`src/design/lfd_pkg.sv`:
```
// Package for the LED driver fault supervisor: timing, codes, carried types.
// Assumes a 10 MHz core clock; all cycle counts derive from the period below.
package lfd_pkg;
   // Clock period in ns
   localparam int CLK_NS = 100;
   // Gate held at one level longer than this is a stall, in ns
   localparam int STALL_NS = 100000;
   // Start-up diagnostic window, in ns
   localparam int STARTUP_NS = 100000;
   // Dimming low time before standby, in ns
   localparam int STBY_NS = 15000000;
   // Clamp-held dimming low time before shutdown, in ns
   localparam int SHUT_NS = 20000000;
   // Least times round up to whole cycles
   localparam int STALL_CYC = (STALL_NS + CLK_NS - 1) / CLK_NS;
   localparam int STARTUP_CYC = (STARTUP_NS + CLK_NS - 1) / CLK_NS;
   localparam int STBY_CYC = (STBY_NS + CLK_NS - 1) / CLK_NS;
   localparam int SHUT_CYC = (SHUT_NS + CLK_NS - 1) / CLK_NS;
   // Counter widths
   localparam int STALL_W = 10;
   localparam int START_W = 10;
   localparam int DIM_W = 18;

   // Condition inputs from the analog monitors, all asynchronous
   typedef struct packed {
      logic aux_uv; // Aux supply below threshold
      logic main_uv; // Main supply below threshold
      logic reg_loss; // Loop shaping node out of range
      logic temp_warn; // Die above warning level
      logic temp_shut; // Die above shutdown level
      logic sense_oc; // Sense voltage above limit
      logic gate_cmd; // Hysteretic comparator gate request
      logic dim; // Dimming input, high enables switching
   } lfd_cond_t;

   // Power mode, Gray along start, run, standby, shutdown
   typedef enum logic [1:0] {
      MODE_START = 2'h0,
      MODE_RUN = 2'h1,
      MODE_STBY = 2'h3,
      MODE_SHUT = 2'h2
   } lfd_mode_t;

   // Severity code, higher wins
   typedef enum logic [2:0] {
      SEV_NONE = 3'h0,
      SEV_AUX = 3'h1,
      SEV_REG = 3'h2,
      SEV_TEMP = 3'h3,
      SEV_OC = 3'h4
   } lfd_sev_t;

   // Fault level converter codes
   typedef enum logic [2:0] {
      LVL_4V5 = 3'h0,
      LVL_3V6 = 3'h1,
      LVL_1V8 = 3'h2,
      LVL_0V9 = 3'h3,
      LVL_GND = 3'h4
   } lfd_level_t;

   // Whole supervisor state
   typedef struct packed {
      lfd_mode_t mode; // Power mode
      logic [START_W-1:0] start_cnt; // Start-up window count
      logic [DIM_W-1:0] dim_cnt; // Dimming low count
      logic [STALL_W-1:0] stall_cnt; // Gate unchanged count
      logic stalled; // Stall detected
      logic tsd; // Thermal shutdown latched
      logic gate; // Output switch drive
      lfd_sev_t sev; // Active severity
      lfd_level_t level; // Fault level code
      logic fault_oe; // Fault indicator pulled low
      logic fault_val; // Open-drain output value
   } lfd_state_t;

   // Reset state: start-up mode, everything idle
   localparam lfd_state_t ST_RESET = lfd_state_t'('0);
endpackage : lfd_pkg

```
`src/design/lfd_sync.sv`:
```
// Two-flop synchroniser for a group of asynchronous levels.
// Assumes inputs may change at any time relative to the clock.
`timescale 1ns/100ps
`default_nettype none
module lfd_sync #(
   parameter int W = 8
) (
   input wire logic ref_clk_i,
   input wire logic rst_n_i,
   input wire logic [W-1:0] in_i,
   output logic [W-1:0] out_o
);
   // Both stages of the chain
   typedef struct packed {
      logic [W-1:0] meta; // First stage, read only by second
      logic [W-1:0] sync; // Second stage, safe to use
   } lfd_sync_st_t;

   lfd_sync_st_t st;
   lfd_sync_st_t next_st;

   // Shift the chain
   always_comb begin
      next_st.meta = in_i;
      next_st.sync = st.meta;
   end

   // Register the chain
   always_ff @(posedge ref_clk_i) begin
      if (!rst_n_i) begin
         st <= '0;
      end else begin
         st <= next_st;
      end
   end

   assign out_o = st.sync;
endmodule // lfd_sync
`default_nettype wire

```
`src/design/lfd_supervisor.sv`:
```
// Fault and warning supervisor of a hysteretic LED driver controller.
// Assumes condition inputs straight from analog comparators, the dimming
// pin and the gate request; the fault indicator pin is open drain.
`timescale 1ns/100ps
`default_nettype none
// Operation
// - Above 125C warn, keep switching
// - Above 150C switch drive off
// - Resume only below 125C again
// - Fault indicator low on any condition
// - Level high normally, lower per condition
// - Aux undervoltage is severity 1, level high
// - Main UV, regulation, stall: severity 2
// - Gate unchanged over 100us is stall
// - Over 125C is severity 3
// - Sense over-current is severity 4
// - Highest severity picks the level
// - Start-up at power-on and leaving standby
// - Start-up transients may be reported
// - Dimming low keeps switch off
// - Dimming low over 20ms means shutdown
// - Standby drives level to ground
module lfd_supervisor import lfd_pkg::*; #(
   parameter int STBY_CYCLES = STBY_CYC, // Dimming low cycles to standby
   parameter int SHUT_CYCLES = SHUT_CYC // Dimming low cycles to shutdown
) (
   input wire logic ref_clk_i,
   input wire logic rst_n_i,
   input wire lfd_cond_t cond_i, // Asynchronous monitor levels
   output logic gate_o, // Output switch drive
   output logic fault_ind_o, // Open-drain value, always low
   output logic fault_ind_oe_o, // High while pulling indicator low
   output lfd_level_t level_o, // Fault level converter code
   output lfd_sev_t sev_o, // Active severity code
   output logic startup_o, // Start-up window in progress
   output logic standby_o, // Standby mode
   output logic shutdown_o, // Latched shutdown
   output logic tsd_o // Thermal shutdown active
);
   lfd_cond_t cs; // Synchronised conditions
   lfd_state_t st; // Registered state
   lfd_state_t next_st; // Next state
   logic en; // Switching allowed

   // Every monitor level crosses two flops first
   lfd_sync #(
      .W($bits(lfd_cond_t))
   ) u_sync (
      .ref_clk_i(ref_clk_i),
      .rst_n_i(rst_n_i),
      .in_i(cond_i),
      .out_o(cs)
   );

   // Next-state logic
   always_comb begin
      next_st = st;
      // Dimming low timer, saturating at the shutdown count
      if (cs.dim) begin
         next_st.dim_cnt = '0;
      end else if (st.dim_cnt != DIM_W'(SHUT_CYCLES)) begin
         next_st.dim_cnt = st.dim_cnt + DIM_W'(1);
      end
      // Thermal latch with hysteresis
      if (cs.temp_shut) begin
         next_st.tsd = 1'b1;
      end else if (!cs.temp_warn) begin
         next_st.tsd = 1'b0;
      end
      // Power mode sequencing
      unique case (st.mode)
         MODE_START: begin
            // Start-up window runs its full length
            next_st.start_cnt = st.start_cnt + START_W'(1);
            if (st.start_cnt == START_W'(STARTUP_CYC - 1)) begin
               next_st.mode = MODE_RUN;
            end
         end
         MODE_RUN: begin
            next_st.start_cnt = '0;
         end
         MODE_STBY: begin
            // Dimming released: restart the sequence
            if (cs.dim) begin
               next_st.mode = MODE_START;
               next_st.start_cnt = '0;
            end
         end
         MODE_SHUT: begin
            next_st.start_cnt = '0;
         end
      endcase
      // Long dimming low overrides, shutdown held until reset
      if (st.mode != MODE_SHUT) begin
         if (next_st.dim_cnt == DIM_W'(SHUT_CYCLES)) begin
            next_st.mode = MODE_SHUT;
         end else if (next_st.dim_cnt == DIM_W'(STBY_CYCLES)) begin
            next_st.mode = MODE_STBY;
         end
      end
      // Gate drive gated by mode, dimming and thermal latch
      en = (next_st.mode == MODE_START || next_st.mode == MODE_RUN)
         && cs.dim && !next_st.tsd;
      next_st.gate = en && cs.gate_cmd;
      // Stall timer: gate unchanged while switching is allowed
      if (!en || next_st.gate != st.gate) begin
         next_st.stall_cnt = '0;
      end else if (st.stall_cnt != STALL_W'(STALL_CYC)) begin
         next_st.stall_cnt = st.stall_cnt + STALL_W'(1);
      end
      next_st.stalled = next_st.stall_cnt == STALL_W'(STALL_CYC);
      // Priority encode the severity
      if (cs.sense_oc) begin
         next_st.sev = SEV_OC;
      end else if (cs.temp_warn || cs.temp_shut) begin
         next_st.sev = SEV_TEMP;
      end else if (cs.main_uv || cs.reg_loss || next_st.stalled) begin
         next_st.sev = SEV_REG;
      end else if (cs.aux_uv) begin
         next_st.sev = SEV_AUX;
      end else begin
         next_st.sev = SEV_NONE;
      end
      // Level code from severity, ground when powered down
      if (next_st.mode == MODE_STBY || next_st.mode == MODE_SHUT) begin
         next_st.level = LVL_GND;
      end else begin
         unique case (next_st.sev)
            SEV_OC: next_st.level = LVL_0V9;
            SEV_TEMP: next_st.level = LVL_1V8;
            SEV_REG: next_st.level = LVL_3V6;
            default: next_st.level = LVL_4V5;
         endcase
      end
      // Indicator pulled low on any condition
      next_st.fault_oe = next_st.sev != SEV_NONE;
      next_st.fault_val = 1'b0;
   end

   // State register
   always_ff @(posedge ref_clk_i) begin
      if (!rst_n_i) begin
         st <= ST_RESET;
      end else begin
         st <= next_st;
      end
   end

   // Outputs straight from the state register
   assign gate_o = st.gate;
   assign fault_ind_o = st.fault_val;
   assign fault_ind_oe_o = st.fault_oe;
   assign level_o = st.level;
   assign sev_o = st.sev;
   assign startup_o = st.mode == MODE_START;
   assign standby_o = st.mode == MODE_STBY;
   assign shutdown_o = st.mode == MODE_SHUT;
   assign tsd_o = st.tsd;
endmodule // lfd_supervisor
`default_nettype wire

```
`config.mk`:
```
export PLATFORM = sky130hd
export DESIGN_NAME = lfd_supervisor
export DESIGN_NICKNAME = d
export VERILOG_FILES = /design/src/design/lfd_pkg.sv /design/src/design/lfd_sync.sv /design/src/design/lfd_supervisor.sv
export SDC_FILE = /design/constraint.sdc
export NUM_CORES = 1
export LEC_CHECK = 0
export ABC_AREA = 1
export BUFFER_PORTS_ARGS = -buffer_cell sky130_fd_sc_hd__clkbuf_2
export CORE_MARGIN = 5
export CORE_UTILIZATION = 53
export CTS_BUF_LIST = sky130_fd_sc_hd__clkbuf_8
export DETAILED_ROUTE_END_ITERATION = 16
export GPL_TIMING_DRIVEN = 1
export PLACE_DENSITY = 0.7
export SYNTH_ARGS = -nofsm -noshare
export SYNTH_HDL_FRONTEND = slang
export SYNTH_SLANG_ARGS = --single-unit
```
`constraint.sdc`:
```
create_clock -name ref_clk_i -period 3.34 [get_ports ref_clk_i]
set_input_delay 0.334 -clock ref_clk_i [delete_from_list [all_inputs] [get_ports ref_clk_i]]
set_output_delay 0.334 -clock ref_clk_i [all_outputs]
set_load 0.02 [all_outputs]
```
==> summary.md, run 1 <==
| Metric | Value |
|---|---|
| Total power | `1639 uW` |
| FILL cells | `569` |
| Outcome | `complete, no violations` |
| Routed Antenna Nets | `0` |
| Hold Path Class | `input pin to flop` |
| Crit-path max FO | `10` |
| WL final | `6.607 mm` |
| Area growth syn-to-layout | `10.76%` |
| Crit path DAT | `2450 ps` |
| WHS Endpoint | `u_sync.next_st[6]$_SDFF_PN0_` |
| Die area | `7813 um2` |
| Setup Viol. Count Final | `0` |
| Num rows | `28` |
| Starting Density | `54.68%` |
| Period utilization | `66.50%` |
| Fin. max-slew vios | `0` |
| Drt drc | `0` |
| Cells resized by post-CTS repair | `0` |
| Slowest CP cell | `dfxtp_1` |
| Ports | `23` |
| Placed cell areas | `3378 um2` |
| CP dominant cell by count | `nor2_1` |
| Synth Instances | `476` |
| Syn Area/Cell | `6.842 um2` |
| R2r startpoint | `st[21]$_SDFF_PN0_` |
| Final core utilization | `60.57%` |
| R2R depth | `16` |
| Min Clock Period, post-route | `2221 ps` |
| Critical path's top delay family | `simple AND/OR/NAND/NOR gates` |
| Via density | `4.915` |
| Slew @ Worst Pin | `675.2 ps` |
| First-pass GRT wire length | `11.51 mm` |
| VDD IR max | `0.0003172 V` |
| Cts bufs inserted | `9` |
| Number of global-route vias before repair | `2728` |
| Starting DRT DRC Count | `115` |
| # nets final | `513` |
| Hold_buf cts | `0` |
| DIE WIDTH | `88.39 um` |
| PortBufs | `21` |
| Pwr dens | `454.4 nW/um2` |
| Wirelength per Cell | `11.49 um` |
| Layout cell share with drive strength beyond 1 | `12.60%` |
| Mapped Area | `3257 um2` |
| Hold_sp | `cond_i[6]` |
| Total grt overflow | `0` |
| Clk sinks | `65` |
| First-pass DRT Iterations | `4` |
| Leakage Power | `0.001707 uW` |
| H-tree depth | `3` |
| Gr usage total | `19.00%` |
| Non-filler cells, final | `575` |
| WS Path Type | `flop to flop` |
| Largest net degree at the start of global routing | `25` |
| Reg clk slew, reported paths | `70 ps` |
| # Post-CTS Setup Buffers | `0` |
| Slew headroom | `54.69%` |
| MaxCap Viol Count | `0` |
| CTS tree | `done` |
| Total core area | `5956 um2` |
| Register area share after synthesis | `39.95%` |
| Synth Warn # | `0` |
| CP Capture Type | `flop` |
| R2R Setup Slk | `1120 ps` |
| Ant diodes | `0` |
| Startpoint Class | `flop` |
| Placed cells | `559` |
| Buf+Inv Stages, Crit Path | `1` |
| Routability-driven placement congestion ratio | `0.8765` |
| R2r endpoint | `st[13]$_SDFF_PN0_` |
| Unique masters post-synth | `35` |
| CP peak stage delay | `370 ps` |
| Die Y | `88.39 um` |
| Via count | `2826` |
| Hold Crit Depth | `3` |
| RSZ-0062 raised after global routing | `false` |
| Highest clock rate | `450.2 MHz` |
| CP required | `3570 ps` |
| Initial antenna violation count | `0` |
| Setup Skew | `8.794 ps` |
| Design area | `3607 um2` |
| Clk_lat worst skew | `340 ps` |
| DPL Wire Length | `5.011 mm` |
| Synth Net Count | `494` |
| Synthesis-stage register bit count | `65` |
| Bufs on Longest Clock Path | `2` |
| Worst path cell trace | `ha_1 -> nand2_1 -> nor2_1 -> nor2_1 -> nor2_1 -> nand2_1 -> inv_1 -> nand2_1 -> nor2_2 -> nand2_1 -> nor2_1 -> nand2_2 -> nand3_2 -> nor2_4 -> nand2_4 -> nor2_1` |
| Final hold vios | `0` |
| Clk root buf | `clkbuf_8` |
| TNS Setup | `0 ps` |
## cell usage in the layout, fill, tap and decap left out, drive strengths merged
cell,netlist,final
a211oi,1,1
a21oi,11,11
a31oi,2,2
and2,1,1
bufinv,0,2
clkbuf,4,32
clkinv,1,3
clkinvlp,0,1
conb,1,1
dfxtp,65,65
ha,8,8
inv,83,83
nand2,106,106
nand3,36,36
nand3b,2,2
nand4,12,12
nor2,89,89
nor3,14,14
nor3b,3,3
nor4,2,2
o21a,1,1
o21ai,11,11
o21bai,2,2
xnor2,1,1
xor2,11,11
## worst max-delay path by stage
stage / from / slack [ps] / depth (start not counted) / to
floorplan: st[21]$_SDFF_PN0_ / 1420 / 14 / st[14]$_SDFF_PN0_
global placement: st[21]$_SDFF_PN0_ / 1180 / 16 / st[14]$_SDFF_PN0_
detailed placement: st[21]$_SDFF_PN0_ / 1150 / 14 / st[15]$_SDFF_PN0_
CTS: st[21]$_SDFF_PN0_ / 1120 / 14 / st[13]$_SDFF_PN0_
global route: st[21]$_SDFF_PN0_ / 770 / 16 / st[16]$_SDFF_PN0_
finish: st[21]$_SDFF_PN0_ / 1120 / 16 / st[13]$_SDFF_PN0_
## per-layer routing
metal / wire length, um / track usage [%]
met2: 3410 / 32.43
met1: 2897 / 22.57
met3: 236 / 5.307
met5: 0 / 0
met4: 63 / 7.555
## worst min-delay path, stage by stage
cell      delay [ps]
clkbuf_2          70
nand2_1           40
inv_1             40
## through the flow
step                setup WS [ps]  hold WS (ps)
global route                771.9         168.1
floorplan                    1423         390.5
detailed placement           1147         398.1
CTS                          1118         159.6
global placement             1182         392.6
finish                       1119         173.8
## cell type report
class	count	area (um2)	area share (%)
clock inverter	5	77.57	2.151
inverter	84	315.3	8.741
tap	75	93.84	2.601
clock buffer	11	151.4	4.197
multi-input combinational	314	1563	43.32
timing repair buffer	21	105.1	2.914
sequential	65	1301	36.07
## registers in the layout, summed over array words and instances, names as in the netlist
signal	cells
st	40
gate_o	1
u_sync.out_o	8
level_o	3
fault_ind_oe_o	1
tsd_o	1
u_sync.next_st	8
sev_o	3
## cells in the mapped netlist
cell type | count | area [um2]
nor2_1 | 77 | 289.0
a211oi_1 | 1 | 7.510
nand4_1 | 11 | 68.82
inv_2 | 2 | 7.510
o21ai_0 | 6 | 30.03
inv_1 | 81 | 304.0
xor2_1 | 11 | 96.34
clkbuf_1 | 4 | 15.01
a21oi_1 | 11 | 55.05
nor2_2 | 10 | 62.56
o21ai_1 | 5 | 25.02
nor3b_2 | 1 | 12.51
nand3b_1 | 2 | 15.01
o21bai_1 | 1 | 7.510
buf_4 | 7 | 52.55
nand3_2 | 2 | 20.02
nor4_1 | 2 | 12.51
buf_2 | 2 | 10.01
nor3_1 | 14 | 70.07
nor2_4 | 2 | 22.52
nand4_2 | 1 | 12.51
conb_1 | 1 | 3.750
nand2_4 | 1 | 11.26
ha_1 | 8 | 100.1
xnor2_1 | 1 | 8.760
nand2_1 | 99 | 371.6
o21bai_2 | 1 | 11.26
o21a_1 | 1 | 7.510
nor3b_1 | 2 | 15.01
and2_1 | 1 | 6.260
a31oi_1 | 2 | 12.51
clkinv_1 | 1 | 3.750
nand2_2 | 6 | 37.54
nand3_1 | 34 | 170.2
dfxtp_1 | 65 | 1301
## cells by family after synthesis
family	after synthesis	share of synthesized area (%)
compound gates	28	4.802
xor+xnor	12	3.227
fa+ha+maj	8	3.073
buf+inv	97	12.06
flops	65	39.95
other cells	1	0.1151
simple gates	265	36.77
## power by group
| part | switching (uW) | internal, uW | total, uW |
|---|---|---|---|
| Clock | 295 | 458 | 753 |
| Sequential | 10.6 | 795 | 806 |
| Combinational | 53.1 | 27.4 | 80.5 |
Note: power is estimated with default switching activity, not from simulation.
==> inputs of run 2 (changes only) <==
- clock period: 3.34 -> 2.35 ns (I/O delays scaled with it)
==> summary.md, run 2 (synthesized netlist as in run 1, its figures left out) <==
| Metric | Value |
|---|---|
| R2R Setup Slk | `140 ps` |
| Total grt overflow | `0` |
| Pwr dens | `623.3 nW/um2` |
| WS Path Type | `flop to flop` |
| Setup Viol. Count Final | `0` |
| Clk sinks | `65` |
| Reg clk slew, reported paths | `80 ps` |
| VDD IR max | `0.0006122 V` |
| Multi-input combinational cell area | `1679 um2` |
| Initial antenna violation count | `0` |
| FILL cells | `545` |
| WL final | `6.930 mm` |
| CP Capture Type | `flop` |
| DPL Wire Length | `5.172 mm` |
| Total core area | `5956 um2` |
| Placed cell areas | `3408 um2` |
| Outcome | `complete, no violations` |
| Slew @ Worst Pin | `566.6 ps` |
| Num rows | `28` |
| TNS Setup | `0 ps` |
| Die Y | `88.39 um` |
| Hold_sp | `cond_i[7]` |
| CP required | `2620 ps` |
| MaxCap Viol Count | `0` |
| # nets final | `519` |
| Pre-CTS worst setup slack | `174.3 ps` |
| Bufs on Longest Clock Path | `2` |
| R2R depth | `18` |
| Max reg flops | `40` |
| DIE WIDTH | `88.39 um` |
| Period utilization | `94.23%` |
| Pint | `1806 uW` |
| Non-filler cells, final | `581` |
| Routed Antenna Nets | `0` |
| Largest net degree at the start of global routing | `20` |
| H-tree depth | `3` |
| Crit path DAT | `2490 ps` |
| Clk root buf | `clkbuf_8` |
| Storage element area | `1311 um2` |
| Slew headroom | `62.18%` |
| Drt drc | `0` |
| First-pass GRT wire length | `11.56 mm` |
| Starting Density | `54.68%` |
| Hold Path Class | `input pin to flop` |
| Hold Crit Depth | `3` |
| First-pass DRT Iterations | `4` |
| Fin. max-slew vios | `0` |
| Net Switching | `544.0 uW` |
| Top reg by flops | `st` |
| Starting DRT DRC Count | `99` |
| Ports | `23` |
| Wirelength per Cell | `11.93 um` |
| Via count | `2875` |
| CP dominant cell by count | `nand2_2` |
| Placed cells | `563` |
| Leakage Power | `0.001747 uW` |
| Startpoint Class | `flop` |
| Clk pwr share | `45.4%` |
| Highest clock rate | `451.6 MHz` |
| R2r startpoint | `st[22]$_SDFF_PN0_` |
| Cts bufs inserted | `9` |
| Most frequent cells in the layout | `nand2_1, inv_1, nor2_1` |
| Routability-driven placement congestion ratio | `0.9189` |
| Buf+Inv Stages, Crit Path | `3` |
| Combinational share of power | `5.7%` |
| Most common cell after layout, fill and taps aside | `nand2_1` |
| Critical path's top delay family | `simple AND/OR/NAND/NOR gates` |
| Hold_buf cts | `0` |
| Min Clock Period, post-route | `2214 ps` |
| Design area | `3771 um2` |
| Crit-path max FO | `5` |
| Gr usage total | `18.86%` |
| Via density | `4.948` |
| Ant diodes | `0` |
| Setup Skew | `10.60 ps` |
| Final worst-path setup slack | `135.5 ps` |
| Number of global-route vias before repair | `2611` |
| CP peak stage delay | `350 ps` |
| Worst path cell trace | `inv_1 -> ha_4 -> inv_1 -> nor2_1 -> nand3_1 -> nor2_2 -> nand2_2 -> nand2_2 -> nand3_2 -> nand2_2 -> inv_1 -> nand3_1 -> nor2_1 -> nand2_2 -> nand3_4 -> nor2_4 -> nand2_4 -> nor2_2` |
| Layout cell share with drive strength beyond 1 | `18.97%` |
| Reg power frac | `48.9%` |
| Die area | `7813 um2` |
| CTS tree | `done` |
| Area growth syn-to-layout | `15.79%` |
| Clk_lat worst skew | `340 ps` |
| Slowest CP cell | `dfxtp_2` |
| Final hold vios | `0` |
| Sw Ratio | `23.15%` |
| PortBufs | `21` |
| Hold_ws | `74.11 ps` |
| WHS Endpoint | `u_sync.next_st[7]$_SDFF_PN0_` |
| R2r endpoint | `st[18]$_SDFF_PN0_` |
-- run 2: cell count changes in the layout (fill, tap and decap cells not counted), sizes merged --
cell,change
clkinv,-1
clkbuf,-1
nand2,+1
buf,+5
clkinvlp,+1
inv,+1
-- run 2: through the flow --
stage	utilization (%)	total power [uW]
final	63.32	2350
after global routing	63.32	2448
after CTS	61.03	2353
after detailed placement	57.23	1291
after global placement	57.23	1288
after floorplan	-	1261
-- run 2: area by class of cell --
cell class	instances	area share, %
Clock buffer	10	3.650
Tap cell	75	2.488
Inverter	84	8.427
Clock inverter	6	2.356
Sequential cell	65	34.77
Timing Repair Buffer	26	3.782
Multi-Input combinational cell	315	44.53
-- run 2: worst register-to-register path, stage by stage (launching register included) --
cell and delay, ps:
dfxtp_2 350, inv_1 110, ha_4 140, inv_1 30, nor2_1 80, nand3_1 80
nor2_2 180, nand2_2 90, nand2_2 70, nand3_2 80, nand2_2 80, inv_1 60
nand3_1 70, nor2_1 50, nand2_2 110, nand3_4 90, nor2_4 200, nand2_4 130
nor2_2 130
-- run 2: repair_timing --
action	CTS	global route
resized for setup	0	36
setup buffers	0	1
hold endpoints to repair	0	0
endpoints found under the setup margin	0	15
-- run 2: worst max-delay path by stage --
stage	start	to	slack [ps]	depth (start not counted)
global route	st[22]$_SDFF_PN0_	st[18]$_SDFF_PN0_	-40	18
detailed placement	st[21]$_SDFF_PN0_	st[15]$_SDFF_PN0_	170	14
floorplan	st[21]$_SDFF_PN0_	st[14]$_SDFF_PN0_	430	14
global placement	st[21]$_SDFF_PN0_	st[14]$_SDFF_PN0_	180	16
finish	st[22]$_SDFF_PN0_	st[18]$_SDFF_PN0_	140	18
CTS	st[21]$_SDFF_PN0_	st[13]$_SDFF_PN0_	140	16
-- run 2: power groups by stage --
stage | clock network (uW) | registers [uW] | logic [uW]
detailed placement | 0 | 1170 | 120
global route | 1140 | 1150 | 153
CTS | 1090 | 1150 | 120
finish | 1070 | 1150 | 134
global placement | 0 | 1170 | 117
floorplan | 0 | 1170 | 91.2
-- run 2: metal layers --
metal | wire length, um | share of wire (%) | GRT usage [%] | vias to the layer above
met5 | 0 | 0 | 0 | -
met4 | 94 | 1.4 | 6.731 | 0
met3 | 278 | 4.0 | 4.283 | 9
met2 | 3413 | 49 | 31.48 | 51
met1 | 3145 | 45 | 23.93 | 1291
li1 | - | - | - | 1524
==> inputs of run 3 (changes only) <==
- CELL_PAD_IN_SITES_DETAIL_PLACEMENT: not set -> 2
- CELL_PAD_IN_SITES_GLOBAL_PLACEMENT: not set -> 2
- CORE_ASPECT_RATIO: not set -> 0.9
- CORE_UTILIZATION: 53 -> 35
- PLACE_DENSITY: 0.7 -> 0.8
==> summary.md, run 3 (synthesized netlist as in run 1, its figures left out) <==
| Metric | Value |
|---|---|
| Fin. max-slew vios | `0` |
| Period utilization | `96.37%` |
| R2R depth | `15` |
| Via count | `3140` |
| Pwr dens | `618.6 nW/um2` |
| Final worst-path setup slack | `85.29 ps` |
| Leakage Power | `0.001856 uW` |
| Starting Density | `35.85%` |
| WL final | `11.38 mm` |
| Ant diodes | `0` |
| CP required | `2640 ps` |
| Routed Antenna Nets | `0` |
| Crit-path max FO | `5` |
| VDD IR max | `0.0004458 V` |
| CP Capture Type | `flop` |
| Reg clk slew, reported paths | `100 ps` |
| Num rows | `33` |
| Clk root buf | `clkbuf_8` |
| Placed cell areas | `3527 um2` |
| CTS tree | `done` |
| Slew @ Worst Pin | `740.8 ps` |
| Layout cell share with drive strength beyond 1 | `24.04%` |
| Min Clock Period, post-route | `2265 ps` |
| R2r endpoint | `st[12]$_SDFF_PN0_` |
| Die Y | `101.5 um` |
| Hold Path Class | `input pin to flop` |
| Starting DRT DRC Count | `68` |
| Slew headroom | `50.56%` |
| First-pass DRT Iterations | `4` |
| Area growth syn-to-layout | `22.09%` |
| Cts bufs inserted | `9` |
| PortBufs | `21` |
| DIE WIDTH | `111.7 um` |
| Hold_ws | `46.31 ps` |
| Final hold vios | `0` |
| Clk sinks | `65` |
| Wirelength per Cell | `17.73 um` |
| # nets final | `533` |
| Drt drc | `0` |
| Largest net degree at the start of global routing | `24` |
| Setup Viol. Count Final | `0` |
| Highest clock rate | `441.6 MHz` |
| R2r startpoint | `st[21]$_SDFF_PN0_` |
| Ports | `23` |
| Setup Skew | `25.37 ps` |
| Number of global-route vias before repair | `3368` |
| Outcome | `complete, no violations` |
| Storage element area | `1315 um2` |
| H-tree depth | `3` |
| Gr usage total | `18.27%` |
| Die area | `11340 um2` |
| Most frequent cells in the layout | `nand2_1, inv_1, nor2_1` |
| Bufs on Longest Clock Path | `2` |
| RSZ-0062 raised after global routing | `true` |
| WS Path Type | `flop to flop` |
| Crit path DAT | `2550 ps` |
| R2R Setup Slk | `90 ps` |
| MaxCap Viol Count | `0` |
| Total core area | `9084 um2` |
| Startpoint Class | `flop` |
| Via density | `4.891` |
| Top reg by flops | `st` |
| Total grt overflow | `0` |
| Most common cell after layout, fill and taps aside | `nand2_1` |
| Pre-CTS worst setup slack | `12.30 ps` |
| Clk_lat worst skew | `370 ps` |
| FILL cells | `1114` |
| Design area | `3976 um2` |
| DPL Wire Length | `7.328 mm` |
| Max reg flops | `40` |
| First-pass GRT wire length | `16.48 mm` |
| TNS Setup | `0 ps` |
| Routability-driven placement congestion ratio | `0.8312` |
| Worst Setup EP | `st[12]$_SDFF_PN0_` |
| CP Launch Point | `st[21]$_SDFF_PN0_` |
| Multi-input combinational cell area | `1712 um2` |
| Initial antenna violation count | `0` |
-- run 3: changes by cell type in the layout (fill, tap and decap cells not counted), sizes merged --
| cell | before | now |
|---|---|---|
| buf | 5 | 19 |
| clkinvlp | 2 | 1 |
| clkbuf | 31 | 30 |
| inv | 84 | 87 |
| clkinv | 2 | 1 |
-- run 3: area by class of cell --
type / instances / share of cell area [%]
clock buffer: 9 / 3.115
multi-input combinational: 315 / 43.05
clock inverter: 7 / 2.706
sequential: 65 / 33.07
timing repair buffer: 40 / 6.230
tap: 122 / 3.839
inverter: 84 / 7.992
-- run 3: worst min-delay path by stage --
stage / endpoint / slack [ps] / cells after the start / startpoint
2_1_floorplan: u_sync.next_st[0]$_SDFF_PN0_ / 330 / 2 / cond_i[0]
3_3_place_gp: u_sync.out_o[7]$_SDFF_PN0_ / 390 / 2 / u_sync.next_st[7]$_SDFF_PN0_
3_5_place_dp: u_sync.out_o[7]$_SDFF_PN0_ / 400 / 2 / u_sync.next_st[7]$_SDFF_PN0_
4_1_cts: u_sync.next_st[0]$_SDFF_PN0_ / 30 / 3 / cond_i[0]
5_1_grt: u_sync.next_st[6]$_SDFF_PN0_ / 30 / 3 / cond_i[6]
6_report: u_sync.next_st[2]$_SDFF_PN0_ / 50 / 3 / cond_i[2]
-- run 3: metrics by stage --
| step | utilization [%] | std cells | power [uW] |
|---|---|---|---|
| 3_5_place_dp | 38.83 | 618 | 1305 |
| 4_1_cts | 41.49 | 634 | 2447 |
| 5_1_grt | 43.77 | 642 | 2560 |
| 3_3_place_gp | 38.83 | 618 | 1296 |
| 2_1_floorplan | - | 476 | 1261 |
| 6_report | 43.77 | 642 | 2460 |
-- run 3: critical path: stages, from the launching register on --
cell and delay (ps):
dfxtp_4 380, ha_2 200, nand2_2 100, nor2_4 190, nand2_2 120, o21bai_1 140, nand2_1 80, nand3_1 80
nand2_1 80, nand2_1 100, nor2_1 50, nand2_2 120, nand3_4 100, nor2_4 210, nand2_4 120, nor2_2 140
-- run 3: power by group --
part / switching, uW / internal (uW) / leakage, uW
Combinational: 107 / 59.0 / 0.00121
Sequential: 18.6 / 1130 / 0.000534
Clock: 526 / 620 / 0.000114
Total: 651 / 1810 / 0.00186
-- run 3: what timing repair did --
action	CTS	global route
pin swaps	0	14
gates cloned	0	1
buffers inserted	0	7
endpoints found under the hold margin	0	0
hold buffers	0	0
setup endpoints to repair	6	18
resized for setup	3	50
-- run 3: per-layer routing --
| metal | GRT usage (%) | wire length, um | vias to the layer above |
|---|---|---|---|
| li1 | - | - | 1539 |
| met1 | 21.61 | 4967 | 1540 |
| met2 | 33.32 | 5942 | 43 |
| met3 | 4.659 | 323 | 18 |
| met4 | 4.584 | 147 | 0 |
| met5 | 0 | 0 | - |
